==> src/core/vtg_pkg.sv <==
// Shared constants and types of the video timing generator
package vtg_pkg;

    localparam int UNIT_W = 12;
    localparam int HL_W = 12;
    localparam int DLY_W = 3;
    localparam int DLY_DEPTH = 8;
    localparam int BANKS = 2;

    localparam logic [1:0] SYNC_SEL_TESS = 2'h0;
    localparam logic [1:0] SYNC_SEL_PLAIN = 2'h1;
    localparam int SYNC_SEL_HSYNC_BIT = 1;

    localparam logic [HL_W-1:0] HL_HALF = 12'h001;
    localparam logic [HL_W-1:0] HL_FULL = 12'h002;
    localparam logic [UNIT_W-1:0] UNIT_ONE = 12'h001;
    localparam logic [UNIT_W-1:0] UNIT_ZERO = 12'h000;
    localparam logic [UNIT_W-1:0] UNIT_MAX = 12'hFFF;

    typedef enum logic [2:0] {
        SEG_HSYNC1 = 3'h0,
        SEG_HSYNC2 = 3'h1,
        SEG_BACK = 3'h2,
        SEG_DISP = 3'h3,
        SEG_FRONT = 3'h4,
        SEG_BROAD = 3'h5
    } vtg_seg_t;

    typedef enum logic [2:0] {
        PH_PRE = 3'h0,
        PH_VSYNC = 3'h1,
        PH_POST = 3'h2,
        PH_VERTICAL_BLANK_COUNT = 3'h3,
        PH_DISP = 3'h4
    } vtg_phase_t;

    typedef struct packed {
        logic enable;
        logic interlace;
        logic slave;
        logic [1:0] sync_sel;
        logic [DLY_W-1:0] pipe_delay;
    } vtg_mode_t;

    typedef struct packed {
        logic [UNIT_W-1:0] halfsync;
        logic [UNIT_W-1:0] back_porch;
        logic [UNIT_W-1:0] display;
        logic [UNIT_W-1:0] short_display;
        logic [UNIT_W-1:0] broad_pulse;
        logic [UNIT_W-1:0] line_time;
        logic [UNIT_W-1:0] transfer_delay;
    } vtg_line_t;

    typedef struct packed {
        logic [HL_W-1:0] pre_equalising_count;
        logic [HL_W-1:0] vsync_count;
        logic [HL_W-1:0] post_equalising_count;
        logic [HL_W-1:0] vertical_blank_count;
        logic [HL_W-1:0] vertical_visible_count;
    } vtg_frame_t;

    typedef struct packed {
        logic csync;
        logic blank;
    } vtg_video_t;

endpackage : vtg_pkg

==> src/core/vtg_timing.sv <==
// Video timing generator: line and frame state machine, sync, blank, transfer
//
// Operation
// Generate composite sync and composite blank for the video converters.
// Schedule bus request, both transfer strobes, and gate both shift clocks.
// Frame flyback flag is high throughout frame flyback.
// Composite blank is high during frame or line flyback.
// Mode inputs select interlace and television style sync.
// Master drives sync pins; slave locks to external vertical and horizontal sync.
// Line parameters are counts of screen units of four pixels.
// Vertical parameters are counted in half line periods.
// Pixels are visible only in the display segment, otherwise blanked.
// No front porch count; line ends when line time expires.
// Line sync is two back to back halfsync intervals.
// Each state lasts its programmed count; outputs follow the current segment.
// Non interlaced visible count is twice the visible lines.
// Interlaced visible count describes one field in half lines.
// Interlaced television frames need an odd line count.
// Equalising, vsync and blank phases count half lines; their sum is flyback.
// In vertical sync each half line is low for the broad pulse count.
// Equalising half lines are low for the halfsync count.
// Flyback shortens the loop to half a line; equalising uses short display. The code does both in tesselated sync only.
// Vertical sync half lines hold only broad pulse then front porch.
// Tesselated sync with equalising and serrated pulses, or plain frame sync.
// Enable low halts generation; enable high starts at frame sync.
// Software programs an even line time.
// Sync and blank take an extra delay of zero to seven clocks.
// Counters advance one screen unit per clock cycle.
`timescale 1ns/1ps
`default_nettype none

module vtg_timing
    import vtg_pkg::*;
(
    input wire logic clk,
    input wire logic rst,
    input wire vtg_mode_t mode,
    input wire vtg_line_t line_cfg,
    input wire vtg_frame_t frame_cfg,
    input wire logic vsync_n_in,
    output logic vsync_n_out,
    output logic vsync_n_oe,
    input wire logic csync_n_in,
    output logic csync_n_out,
    output logic csync_n_oe,
    output logic dac_sync_out,
    output logic composite_blank_out,
    output logic frame_flyback_flag,
    output logic bus_request_out,
    output logic [BANKS-1:0] shift_reg_transfer_strobe,
    output logic [BANKS-1:0] pixel_shift_clock_n
);

    typedef struct packed {
        vtg_seg_t seg;
        vtg_phase_t phase;
        logic [UNIT_W-1:0] pos;
        logic [UNIT_W-1:0] seg_cnt;
        logic [HL_W-1:0] vcnt;
        logic vs_meta;
        logic vs_sync;
        logic vs_prev;
        logic hs_meta;
        logic hs_sync;
        logic hs_prev;
        logic flag;
        logic bus_req;
        logic [BANKS-1:0] xfer;
        logic bank;
        logic [BANKS-1:0] shift_n;
        logic vsync_n;
        logic csync_n;
        logic pins_oe;
    } vtg_state_t;

    vtg_state_t st;
    vtg_state_t next_st;

    logic tess;
    logic flyback;
    logic eq_line;
    logic half_loop;
    logic [UNIT_W-1:0] period;
    logic [UNIT_W-1:0] seg_len;
    logic line_end;
    logic seg_done;
    logic line_sync;
    logic vs_act;
    logic dac_sync;
    logic blank_int;
    logic xfer_hit;
    logic vs_fall;
    logic hs_fall;
    vtg_video_t video_raw;
    vtg_video_t video_dly;

    ////////////////////////////////////////////////////////////////////////

    function automatic logic [HL_W-1:0] phase_len(input vtg_phase_t ph, input vtg_frame_t f);
        case (ph)
            PH_PRE: phase_len = f.pre_equalising_count;
            PH_VSYNC: phase_len = f.vsync_count;
            PH_POST: phase_len = f.post_equalising_count;
            PH_VERTICAL_BLANK_COUNT: phase_len = f.vertical_blank_count;
            PH_DISP: phase_len = f.vertical_visible_count;
            default: phase_len = f.pre_equalising_count;
        endcase
    endfunction : phase_len

    function automatic vtg_phase_t phase_succ(input vtg_phase_t ph);
        case (ph)
            PH_PRE: phase_succ = PH_VSYNC;
            PH_VSYNC: phase_succ = PH_POST;
            PH_POST: phase_succ = PH_VERTICAL_BLANK_COUNT;
            PH_VERTICAL_BLANK_COUNT: phase_succ = PH_DISP;
            PH_DISP: phase_succ = PH_PRE;
            default: phase_succ = PH_PRE;
        endcase
    endfunction : phase_succ

    ////////////////////////////////////////////////////////////////////////
    // Decode of the current segment

    always_comb begin
        tess = (mode.sync_sel == SYNC_SEL_TESS);
        flyback = (st.phase != PH_DISP);
        eq_line = tess && (st.phase == PH_PRE || st.phase == PH_POST);
        // Odd half line closes an interlaced field
        half_loop = (tess && flyback)
            || (mode.interlace && st.phase == PH_DISP && st.vcnt == HL_HALF);
        period = half_loop ? (line_cfg.line_time >> 1) : line_cfg.line_time;
        line_end = (st.pos == period - UNIT_ONE);
        case (st.seg)
            SEG_HSYNC1: seg_len = line_cfg.halfsync;
            SEG_HSYNC2: seg_len = line_cfg.halfsync;
            SEG_BACK: seg_len = line_cfg.back_porch;
            SEG_DISP: seg_len = eq_line ? line_cfg.short_display : line_cfg.display;
            SEG_BROAD: seg_len = line_cfg.broad_pulse;
            default: seg_len = UNIT_MAX;
        endcase
        seg_done = (st.seg != SEG_FRONT) && (st.seg_cnt == seg_len - UNIT_ONE);
        // Equalising lines keep only the first half of line sync
        line_sync = (st.seg == SEG_HSYNC1)
            || (st.seg == SEG_HSYNC2 && !eq_line)
            || (st.seg == SEG_BROAD);
        vs_act = (st.phase == PH_VSYNC);
        dac_sync = tess ? line_sync : (line_sync || vs_act);
        blank_int = flyback || (st.seg != SEG_DISP) || !mode.enable;
        xfer_hit = st.bus_req && st.phase == PH_DISP && st.seg == SEG_BACK
            && st.seg_cnt == line_cfg.transfer_delay;
        vs_fall = mode.slave && st.vs_prev && !st.vs_sync;
        hs_fall = mode.slave && st.hs_prev && !st.hs_sync;
    end

    ////////////////////////////////////////////////////////////////////////
    // Next state

    always_comb begin
        vtg_phase_t nph;
        logic [HL_W-1:0] dec;
        nph = st.phase;
        dec = half_loop ? HL_HALF : HL_FULL;
        next_st = st;

        // Pins sampled twice before use; slow external edges only
        next_st.vs_meta = vsync_n_in;
        next_st.vs_sync = st.vs_meta;
        next_st.vs_prev = st.vs_sync;
        next_st.hs_meta = csync_n_in;
        next_st.hs_sync = st.hs_meta;
        next_st.hs_prev = st.hs_sync;

        if (!mode.enable) begin
            // Parked at frame sync start so parameters can be rewritten
            next_st.phase = PH_PRE;
            next_st.vcnt = frame_cfg.pre_equalising_count;
            next_st.pos = UNIT_ZERO;
            next_st.seg_cnt = UNIT_ZERO;
            next_st.seg = tess ? SEG_HSYNC1 : SEG_HSYNC1;
            next_st.bus_req = 1'b0;
        end else if (vs_fall || line_end || hs_fall) begin
            if (vs_fall) begin
                nph = PH_VSYNC;
                next_st.vcnt = frame_cfg.vsync_count;
            end else begin
                // External line start counts as a line end in slave
                if (st.vcnt <= dec) begin
                    nph = phase_succ(st.phase);
                    next_st.vcnt = phase_len(nph, frame_cfg);
                end else begin
                    next_st.vcnt = st.vcnt - dec;
                end
            end
            next_st.phase = nph;
            next_st.pos = UNIT_ZERO;
            next_st.seg_cnt = UNIT_ZERO;
            next_st.seg = (tess && nph == PH_VSYNC) ? SEG_BROAD : SEG_HSYNC1;
            next_st.bus_req = 1'b0;
        end else begin
            next_st.pos = st.pos + UNIT_ONE;
            if (seg_done) begin
                next_st.seg_cnt = UNIT_ZERO;
                case (st.seg)
                    SEG_HSYNC1: next_st.seg = SEG_HSYNC2;
                    SEG_HSYNC2: next_st.seg = SEG_BACK;
                    SEG_BACK: next_st.seg = SEG_DISP;
                    SEG_DISP: next_st.seg = SEG_FRONT;
                    SEG_BROAD: next_st.seg = SEG_FRONT;
                    default: next_st.seg = SEG_FRONT;
                endcase
            end else begin
                next_st.seg_cnt = st.seg_cnt + UNIT_ONE;
            end
            // Request the bus ahead of each visible line
            if (seg_done && st.seg == SEG_HSYNC2 && st.phase == PH_DISP) begin
                next_st.bus_req = 1'b1;
            end else if (xfer_hit) begin
                next_st.bus_req = 1'b0;
            end
        end

        next_st.flag = mode.enable ? (next_st.phase != PH_DISP) : 1'b1;

        // Transfer loads the idle bank, which then shifts this line
        next_st.xfer = '0;
        if (xfer_hit) begin
            next_st.xfer[~st.bank] = 1'b1;
            next_st.bank = ~st.bank;
        end
        for (int b = 0; b < BANKS; b++) begin
            if (mode.enable && st.phase == PH_DISP && st.seg == SEG_DISP
                && b == int'(st.bank)) begin
                next_st.shift_n[b] = ~st.shift_n[b];
            end else begin
                next_st.shift_n[b] = 1'b1;
            end
        end

        // Pins in master mode only; slave leaves them to the sync source
        next_st.pins_oe = !mode.slave;
        next_st.vsync_n = !(vs_act && mode.enable);
        if (mode.sync_sel[SYNC_SEL_HSYNC_BIT]) begin
            next_st.csync_n = !(line_sync && mode.enable);
        end else if (mode.sync_sel == SYNC_SEL_PLAIN) begin
            next_st.csync_n = !((line_sync || vs_act) && mode.enable);
        end else begin
            next_st.csync_n = !(line_sync && mode.enable);
        end
    end

    always_ff @(posedge clk) begin
        if (rst) begin
            st <= '0;
            st.seg <= SEG_HSYNC1;
            st.phase <= PH_PRE;
            st.vs_meta <= 1'b1;
            st.vs_sync <= 1'b1;
            st.vs_prev <= 1'b1;
            st.hs_meta <= 1'b1;
            st.hs_sync <= 1'b1;
            st.hs_prev <= 1'b1;
            st.flag <= 1'b1;
            st.shift_n <= '1;
            st.vsync_n <= 1'b1;
            st.csync_n <= 1'b1;
        end else begin
            st <= next_st;
        end
    end

    ////////////////////////////////////////////////////////////////////////
    // Delayed converter sync and blank

    always_comb begin
        video_raw.csync = dac_sync && mode.enable;
        video_raw.blank = blank_int;
    end

    vtg_delay #(
        .DEPTH(DLY_DEPTH)
    ) u_delay (
        .clk(clk),
        .rst(rst),
        .din(video_raw),
        .sel(mode.pipe_delay),
        .dout(video_dly)
    );

    assign dac_sync_out = video_dly.csync;
    assign composite_blank_out = video_dly.blank;
    assign frame_flyback_flag = st.flag;
    assign bus_request_out = st.bus_req;
    assign shift_reg_transfer_strobe = st.xfer;
    assign pixel_shift_clock_n = st.shift_n;
    assign vsync_n_out = st.vsync_n;
    assign vsync_n_oe = st.pins_oe;
    assign csync_n_out = st.csync_n;
    assign csync_n_oe = st.pins_oe;
endmodule : vtg_timing

`default_nettype wire

==> src/core/vtg_delay.sv <==
// Programmable pipeline delay for internal sync and blank
`timescale 1ns/1ps
`default_nettype none

module vtg_delay
    import vtg_pkg::*;
#(
    parameter int DEPTH = DLY_DEPTH
) (
    input wire logic clk,
    input wire logic rst,
    input wire vtg_video_t din,
    input wire logic [DLY_W-1:0] sel,
    output var vtg_video_t dout
);

    typedef struct packed {
        vtg_video_t [DEPTH-1:0] taps;
        vtg_video_t out;
    } vtg_dly_state_t;

    vtg_dly_state_t st;
    vtg_dly_state_t next_st;

    always_comb begin
        next_st = st;
        next_st.taps[0] = din;
        for (int i = 1; i < DEPTH; i++) begin
            next_st.taps[i] = st.taps[i-1];
        end
        // Zero extra delay still costs the output flop
        next_st.out = (sel == '0) ? din : st.taps[sel - 1'b1];
    end

    always_ff @(posedge clk) begin
        if (rst) begin
            st <= '0;
        end else begin
            st <= next_st;
        end
    end

    assign dout = st.out;
endmodule : vtg_delay

`default_nettype wire

==> config.mk <==
export PLATFORM = sky130hd
export DESIGN_NAME = vtg_timing
export DESIGN_NICKNAME = d
export VERILOG_FILES = /design/src/core/vtg_pkg.sv /design/src/core/vtg_timing.sv /design/src/core/vtg_delay.sv
export SDC_FILE = /design/constraint.sdc
export NUM_CORES = 1
export LEC_CHECK = 0
export BUFFER_PORTS_ARGS = -buffer_cell sky130_fd_sc_hd__buf_2
export CORE_ASPECT_RATIO = 0.9
export CORE_MARGIN = 5
export CORE_UTILIZATION = 47
export CTS_CLUSTER_SIZE = 30
export DETAILED_ROUTE_END_ITERATION = 12
export PLACE_DENSITY = 0.7
export SLEW_MARGIN = 20
export SYNTH_ARGS = -nofsm -noshare
export SYNTH_HDL_FRONTEND = slang
export SYNTH_HIERARCHICAL = 1
export SYNTH_SLANG_ARGS = --single-unit
==> constraint.sdc <==
create_clock -name clk -period 9.8 [get_ports clk]
set_input_delay 0.98 -clock clk [delete_from_list [all_inputs] [get_ports clk]]
set_output_delay 0.98 -clock clk [all_outputs]
set_load 0.02 [all_outputs]
Word level (Yosys, flattened, before mapping)
Cells that the tools add are included.

Word-level logic and storage cells: 169. Bits of input ports: 156. Flip-flop bits (word level): 76. Latch bits: 0. Output and inout bits: 12. ROM bits: 0. RAM bits: 0. Memories: 0.

Reduce and logical (&&, ||, !) cells: 55. Bitwise logic cells: 8. Multiply operators: 0. $add $sub $neg: 6. Equality and inequality tests: 23. Order comparisons: 4. Mux-type cells: 35. Shifts and indexed selects: 0. Divide/modulo/power cells: 0.

Operators by type and width (count): $pmux W12 S4 (2); $mux W12 (6); $mux W39 (1); $eq A12 B12 Y1 (3); $mux W3 (12); $logic_and A1 B1 Y1 (25); $add A12 B1 Y12 const B (2); $mux W24 (1); $sub A12 B1 Y12 const B (2); $eq A3 B2 Y1 const B (6); $eq A12 B1 Y1 const B (1); $eq A3 B1 Y1 const B (4); $le A12 B2 Y1 (1); $pmux W3 S4 (1); $sub A12 B2 Y12 (1); $reduce_or A2 Y1 (5); $eq A3 B3 Y1 const B (3); $logic_not A3 Y1 (3); $logic_or A1 B1 Y1 (9); $ne A3 B3 Y1 const B (3); $pmux W3 S3 (1); $logic_not A1 Y1 (8); $not A1 Y1 (8); $bmux W2 S3 (1); 14 further kinds (22).

Logic depth before layout (Yosys ltp)
Depth after elaboration: 19. Depth in mapped cells: 19. Depth with buffers taken out: 16.

By module
The synthesis kept the hierarchy.

Modules (own cells, without submodules): vtg_timing (times used 1, cells each 691, area each 5456.5 um^2); vtg_delay (times used 1, cells each 54, area each 686.9 um^2).

Worst setup path before layout
OpenSTA, ideal clock, no wires.

Path type: input to register. Start: in mode[3] in the netlist's numbering. End: reg st[53] in the netlist's numbering. Library setup time: 0.072 ns. Data arrival time: 4.691 ns. Stages: 17. Path slack: 5.038 ns. Path through: or2_2 -> nor2_1 -> a21oi_2 -> inv_2 -> buf_4 -> mux2i_1 -> ha_1 -> or3b_2 -> nand2_1 -> o32a_1 -> o311ai_0 -> nor3_1 -> o22ai_1 -> a2111oi_2 -> nand4_1 -> a2111oi_2 -> a2bb2oi_1.

Word-level cells in the longest chain between the ends: 11. Elaborated cells on any way between the ends: 16. Classes of those cells: add/sub (1); order compare (1); eq/ne (1); mux (8); reduce/logical (5).

Ends and longest elaborated chain: start, declared (line vtg_timing.sv:37) `input wire vtg_mode_t mode,`; $logic_not A2 Y1 (*) (line vtg_timing.sv:125) `tess = (mode.sync_sel == SYNC_SEL_TESS);`; $logic_and A1 B1 Y1 (*) (line vtg_timing.sv:129) `half_loop = (tess && flyback)`; $logic_or A1 B1 Y1 (*) (line vtg_timing.sv:130) `|| (mode.interlace && st.phase == PH_DISP && st.vcnt == HL_HALF);`; $mux W2 (line vtg_timing.sv:162) `dec = half_loop ? HL_HALF : HL_FULL;`; $le A12 B2 Y1 (line vtg_timing.sv:187) `if (st.vcnt <= dec) begin`; $mux W3 (line vtg_timing.sv:187); $mux W3 (line vtg_timing.sv:182) `if (vs_fall) begin`; $mux W3 (line vtg_timing.sv:181) `end else if (vs_fall || line_end || hs_fall) begin`; $mux W3 (line vtg_timing.sv:173) `if (!mode.enable) begin`; $mux W3 (*) (line vtg_timing.sv:181); $mux W39 (*) (line vtg_timing.sv:173); end signal, assigned (line vtg_timing.sv:267) `st <= next_st;`; end, declared (line vtg_timing.sv:76) `vtg_state_t st;`.

Every way passes the cells marked *; elsewhere a longest branch is shown, timed or not. The select of a mux whose other input is x is not followed. A chain may end at the register's enable or synchronous reset.

Worst setup path in the final report
Start: reg st[53] in the netlist's numbering. End: reg st[18] in the netlist's numbering.

Word-level cells in the longest chain between the ends: 12. Elaborated cells on any way between the ends: 33. Classes of those cells: add/sub (2); order compare (1); eq/ne (11); mux (12); reduce/logical (7).

Ends and longest elaborated chain: parallel branches: the longest is 12 deep, another holds $sub A12 B1 Y12.

Parallel ways; which one is timed is not known. The select of a mux whose other input is x is not followed.

==> reports/metrics.yaml <==
outcome:
  status: "completed"
finish:
  area_growth_syn_to_layout_pct: 18.2
  share_of_cells_above_drive_strength_1_pct: 27.3
  antennaDiodeCount: 0
  layout.cells.most_common_list: "sky130_fd_sc_hd__buf_2, sky130_fd_sc_hd__dfxtp_1, sky130_fd_sc_hd__nor2_1, sky130_fd_sc_hd__nand2_1, sky130_fd_sc_hd__o21ai_0"
  fin_nets: 1035
  layout.cells.most_common: "sky130_fd_sc_hd__buf_2"
placed_design:
  detailed_place_hpwl_mm: 13.5
  worst_slack_after_detailed_placement_ps: 4380
  routabilityCongestion: 0.900
  portBuffers: 167
detailed_routing:
  dr.pass1.iters: 5
  detail-route-antenna-nets: 0
  route.final.wire_length_mm: 17.7
  drt_iter0_markers: 459
  viasPerCell: 5.80
  detail_route.wl_per_cell_um: 17.0
  drt_drc_violations_left: 0
  via_count: 6028
synth:
  yosys.area.top_type: "sky130_fd_sc_hd__dfxtp_1"
  synth_warnings: 6
  asyncSetResetFlopFracSynth_pct: 0
  synth_enable_flop_cells: 0
  ys_seq_area_share_pct: 24.8
  avgSynthCellArea_sq_um: 8.25
  yosys_most_used_dff: "sky130_fd_sc_hd__dfxtp_1"
  synthCells: 745
  yosys.area.top_type_share_pct: 24.8
  nets_in_the_synthesized_netlist: 910
  ys_seq_elements: 76
  synth_area_sq_um: 6140
  synth_area_leaders: "sky130_fd_sc_hd__dfxtp_1, sky130_fd_sc_hd__xnor2_1, sky130_fd_sc_hd__xor2_1, sky130_fd_sc_hd__mux2i_1, sky130_fd_sc_hd__mux4_2"
  unique_cell_type_count_in_the_yosys_netlist: 70
setup_path:
  crit_type: "flip-flop to flip-flop"
  end_kind: "flip-flop"
  start_kind: "flip-flop"
  cp_max_fo: 20
  crit-reg2reg-launch: "st[53]"
  worst_ep_arrival_time_ps: 5490
  req_time_crit_path_ps: 10010
  crit_path_start: "st[53]"
hold_path:
  min_path_type: "flip-flop to flip-flop"
  hold_path_startpoint: "pixel_shift_clock_n[0]"
timing:
  hold_viol: 0
  relSlewSlack_pct: 27.4
  finalSetupViolCount: 0
  worst_pin_slew_ps: 1080
  slew_violations: 0
  fin_tns_setup_ps: 0
  final_critical_path_setup_slack_ps: 4520
  max_clock_freq_mhz: 189
  final.period_utilization_pct: 53.9
  timing.final.crit_period_ps: 5280
  grt_setup_unrepaired: "no"
  finalHoldWorstSlack_ps: 392
  timing.clock.skew_ps: 7.06
clocking:
  cts.path.max_buffers: 2
  clock_tree.root_cell: "sky130_fd_sc_hd__clkbuf_16"
  post-cts-setup-buffer-count: 0
  worst_setup_hold_path_clk_slew_ps: 60
  cts-resized-gates: 0
  cts_tree: "done"
  holdBufCountCts: 0
  clock_latency_late_sink_ps: 330
  cts_sinks: 76
  cts_buffers: 9
  htreeDepth: 3
power_and_ir_drop:
  power_after_layout_mw: 0.835
  power.ir.vdd_worst_v: 0.0000922
  powerDensity_nw_per_um2: 115
  leakagePower_nw: 2.87
global_route:
  grt.total_usage_pct: 22.6
  grt.overflow.total: 0
  grt_first_pass_wirelength_mm: 28.8
  maximum_number_of_pins_on_one_net_before_global_route_repair: 57
  first_global_vias: 5817
  grt_antenna_before_repair: 0
die:
  core_area_sq_um: 12700
  dieWidth_um: 131
  die_h_um: 118
  design.portCount: 168
  starting_density_pct: 48.2
  fp-row-count: 39
  design.die.area_sq_um: 15500
run:
  cap_violations: 0
-- logic make-up (layout without fill, tap and decap cells) --
group                      count (synthesis)  count (layout)  share of synthesized area, %
xor gates and xnor gates                  76              76                          10.8
adders and majority gates                  9               9                          1.96
buffers and inverters                     74             204                          5.36
AOI/OAI and AO/OA                        162             162                          18.4
muxes                                     60              60                          13.7
and+or+nand+nor                          288             288                          24.9
DFF                                       76              76                          24.8
-- final cells by class --
class / instances / area (sq um)
multi-input combinational: 595 / 4300
timing repair buffer: 171 / 866
clock buffer: 10 / 229
sequential: 76 / 1520
clock inverter: 6 / 71.3
tap: 164 / 205
fill: 1199 / 5480
inverter: 17 / 63.8
-- synthesized netlist by cell type (10+ instances only) --
cell	number
sky130_fd_sc_hd__dfxtp_1	76
sky130_fd_sc_hd__nor2_1	65
sky130_fd_sc_hd__nand2_1	57
sky130_fd_sc_hd__o21ai_0	41
sky130_fd_sc_hd__xnor2_1	39
sky130_fd_sc_hd__xor2_1	37
sky130_fd_sc_hd__clkbuf_1	35
sky130_fd_sc_hd__mux2i_1	31
sky130_fd_sc_hd__a211oi_1	23
sky130_fd_sc_hd__nand3_1	21
sky130_fd_sc_hd__nor2b_1	20
sky130_fd_sc_hd__nor3_1	20
sky130_fd_sc_hd__a21oi_1	19
sky130_fd_sc_hd__inv_1	16
sky130_fd_sc_hd__nand2b_1	15
sky130_fd_sc_hd__o311ai_0	14
sky130_fd_sc_hd__or3b_2	13
sky130_fd_sc_hd__mux2_2	12
sky130_fd_sc_hd__mux4_2	12
sky130_fd_sc_hd__o21a_1	12
sky130_fd_sc_hd__nand4_1	11
sky130_fd_sc_hd__or3_1	10
-- flip-flops by register name, indices dropped and copies added (netlist names) --
signal,count
pixel_shift_clock_n,2
st,45
vsync_n_out,1
next_st,4
u_delay/st,2
bus_request_out,1
csync_n_oe,1
u_delay/next_st,14
csync_n_out,1
u_delay/dout,2
shift_reg_transfer_strobe,2
frame_flyback_flag,1
-- worst paths after layout --
| kind | to | slack, ps | cells past startpoint |
|---|---|---|---|
| max | st[18] | 4520 | 16 |
| min | pixel_shift_clock_n[0] | 390 | 1 |
| min reg2reg | pixel_shift_clock_n[0] | 390 | 1 |
| max reg2reg | st[18] | 4520 | 16 |
-- power breakdown --
| part | leakage (nW) | switching (mW) | internal (mW) | total [mW] |
|---|---|---|---|---|
| Sequential | 0.619 | 0.00870 | 0.317 | 0.326 |
| Clock | 0.140 | 0.133 | 0.199 | 0.333 |
| Combinational | 2.11 | 0.0936 | 0.0824 | 0.176 |
-- stage by stage --
step,cells,util [%],area (sq um)
after floorplan,745,-,6140
after global placement,1023,54.6,6950
after detailed placement,1023,54.6,6950
after CTS,1039,57.0,7250
after global routing,1039,57.0,7260
final,1039,57.0,7260
-- layer usage --
metal / global-route usage (%) / wire, um
met4: 4.31 / 199
met1: 32.0 / 8210
met2: 36.1 / 8200
met5: 0 / 0
met3: 3.97 / 1040
-- critical path, stage by stage (launching register included) --
cell	delay, ps
sky130_fd_sc_hd__dfxtp_1	610
sky130_fd_sc_hd__nor3b_2	630
sky130_fd_sc_hd__and2_0	400
sky130_fd_sc_hd__a21oi_2	150
sky130_fd_sc_hd__inv_2	320
sky130_fd_sc_hd__mux2i_1	230
sky130_fd_sc_hd__ha_1	220
sky130_fd_sc_hd__or3b_2	480
sky130_fd_sc_hd__nand2_1	100
sky130_fd_sc_hd__o32a_1	120
sky130_fd_sc_hd__o311ai_0	160
sky130_fd_sc_hd__nor3_1	200
sky130_fd_sc_hd__o22ai_1	110
sky130_fd_sc_hd__a2111oi_2	330
sky130_fd_sc_hd__and4_1	580
sky130_fd_sc_hd__nor2_1	160
sky130_fd_sc_hd__a2111oi_0	350
Power figures use the tool's default switching activity.
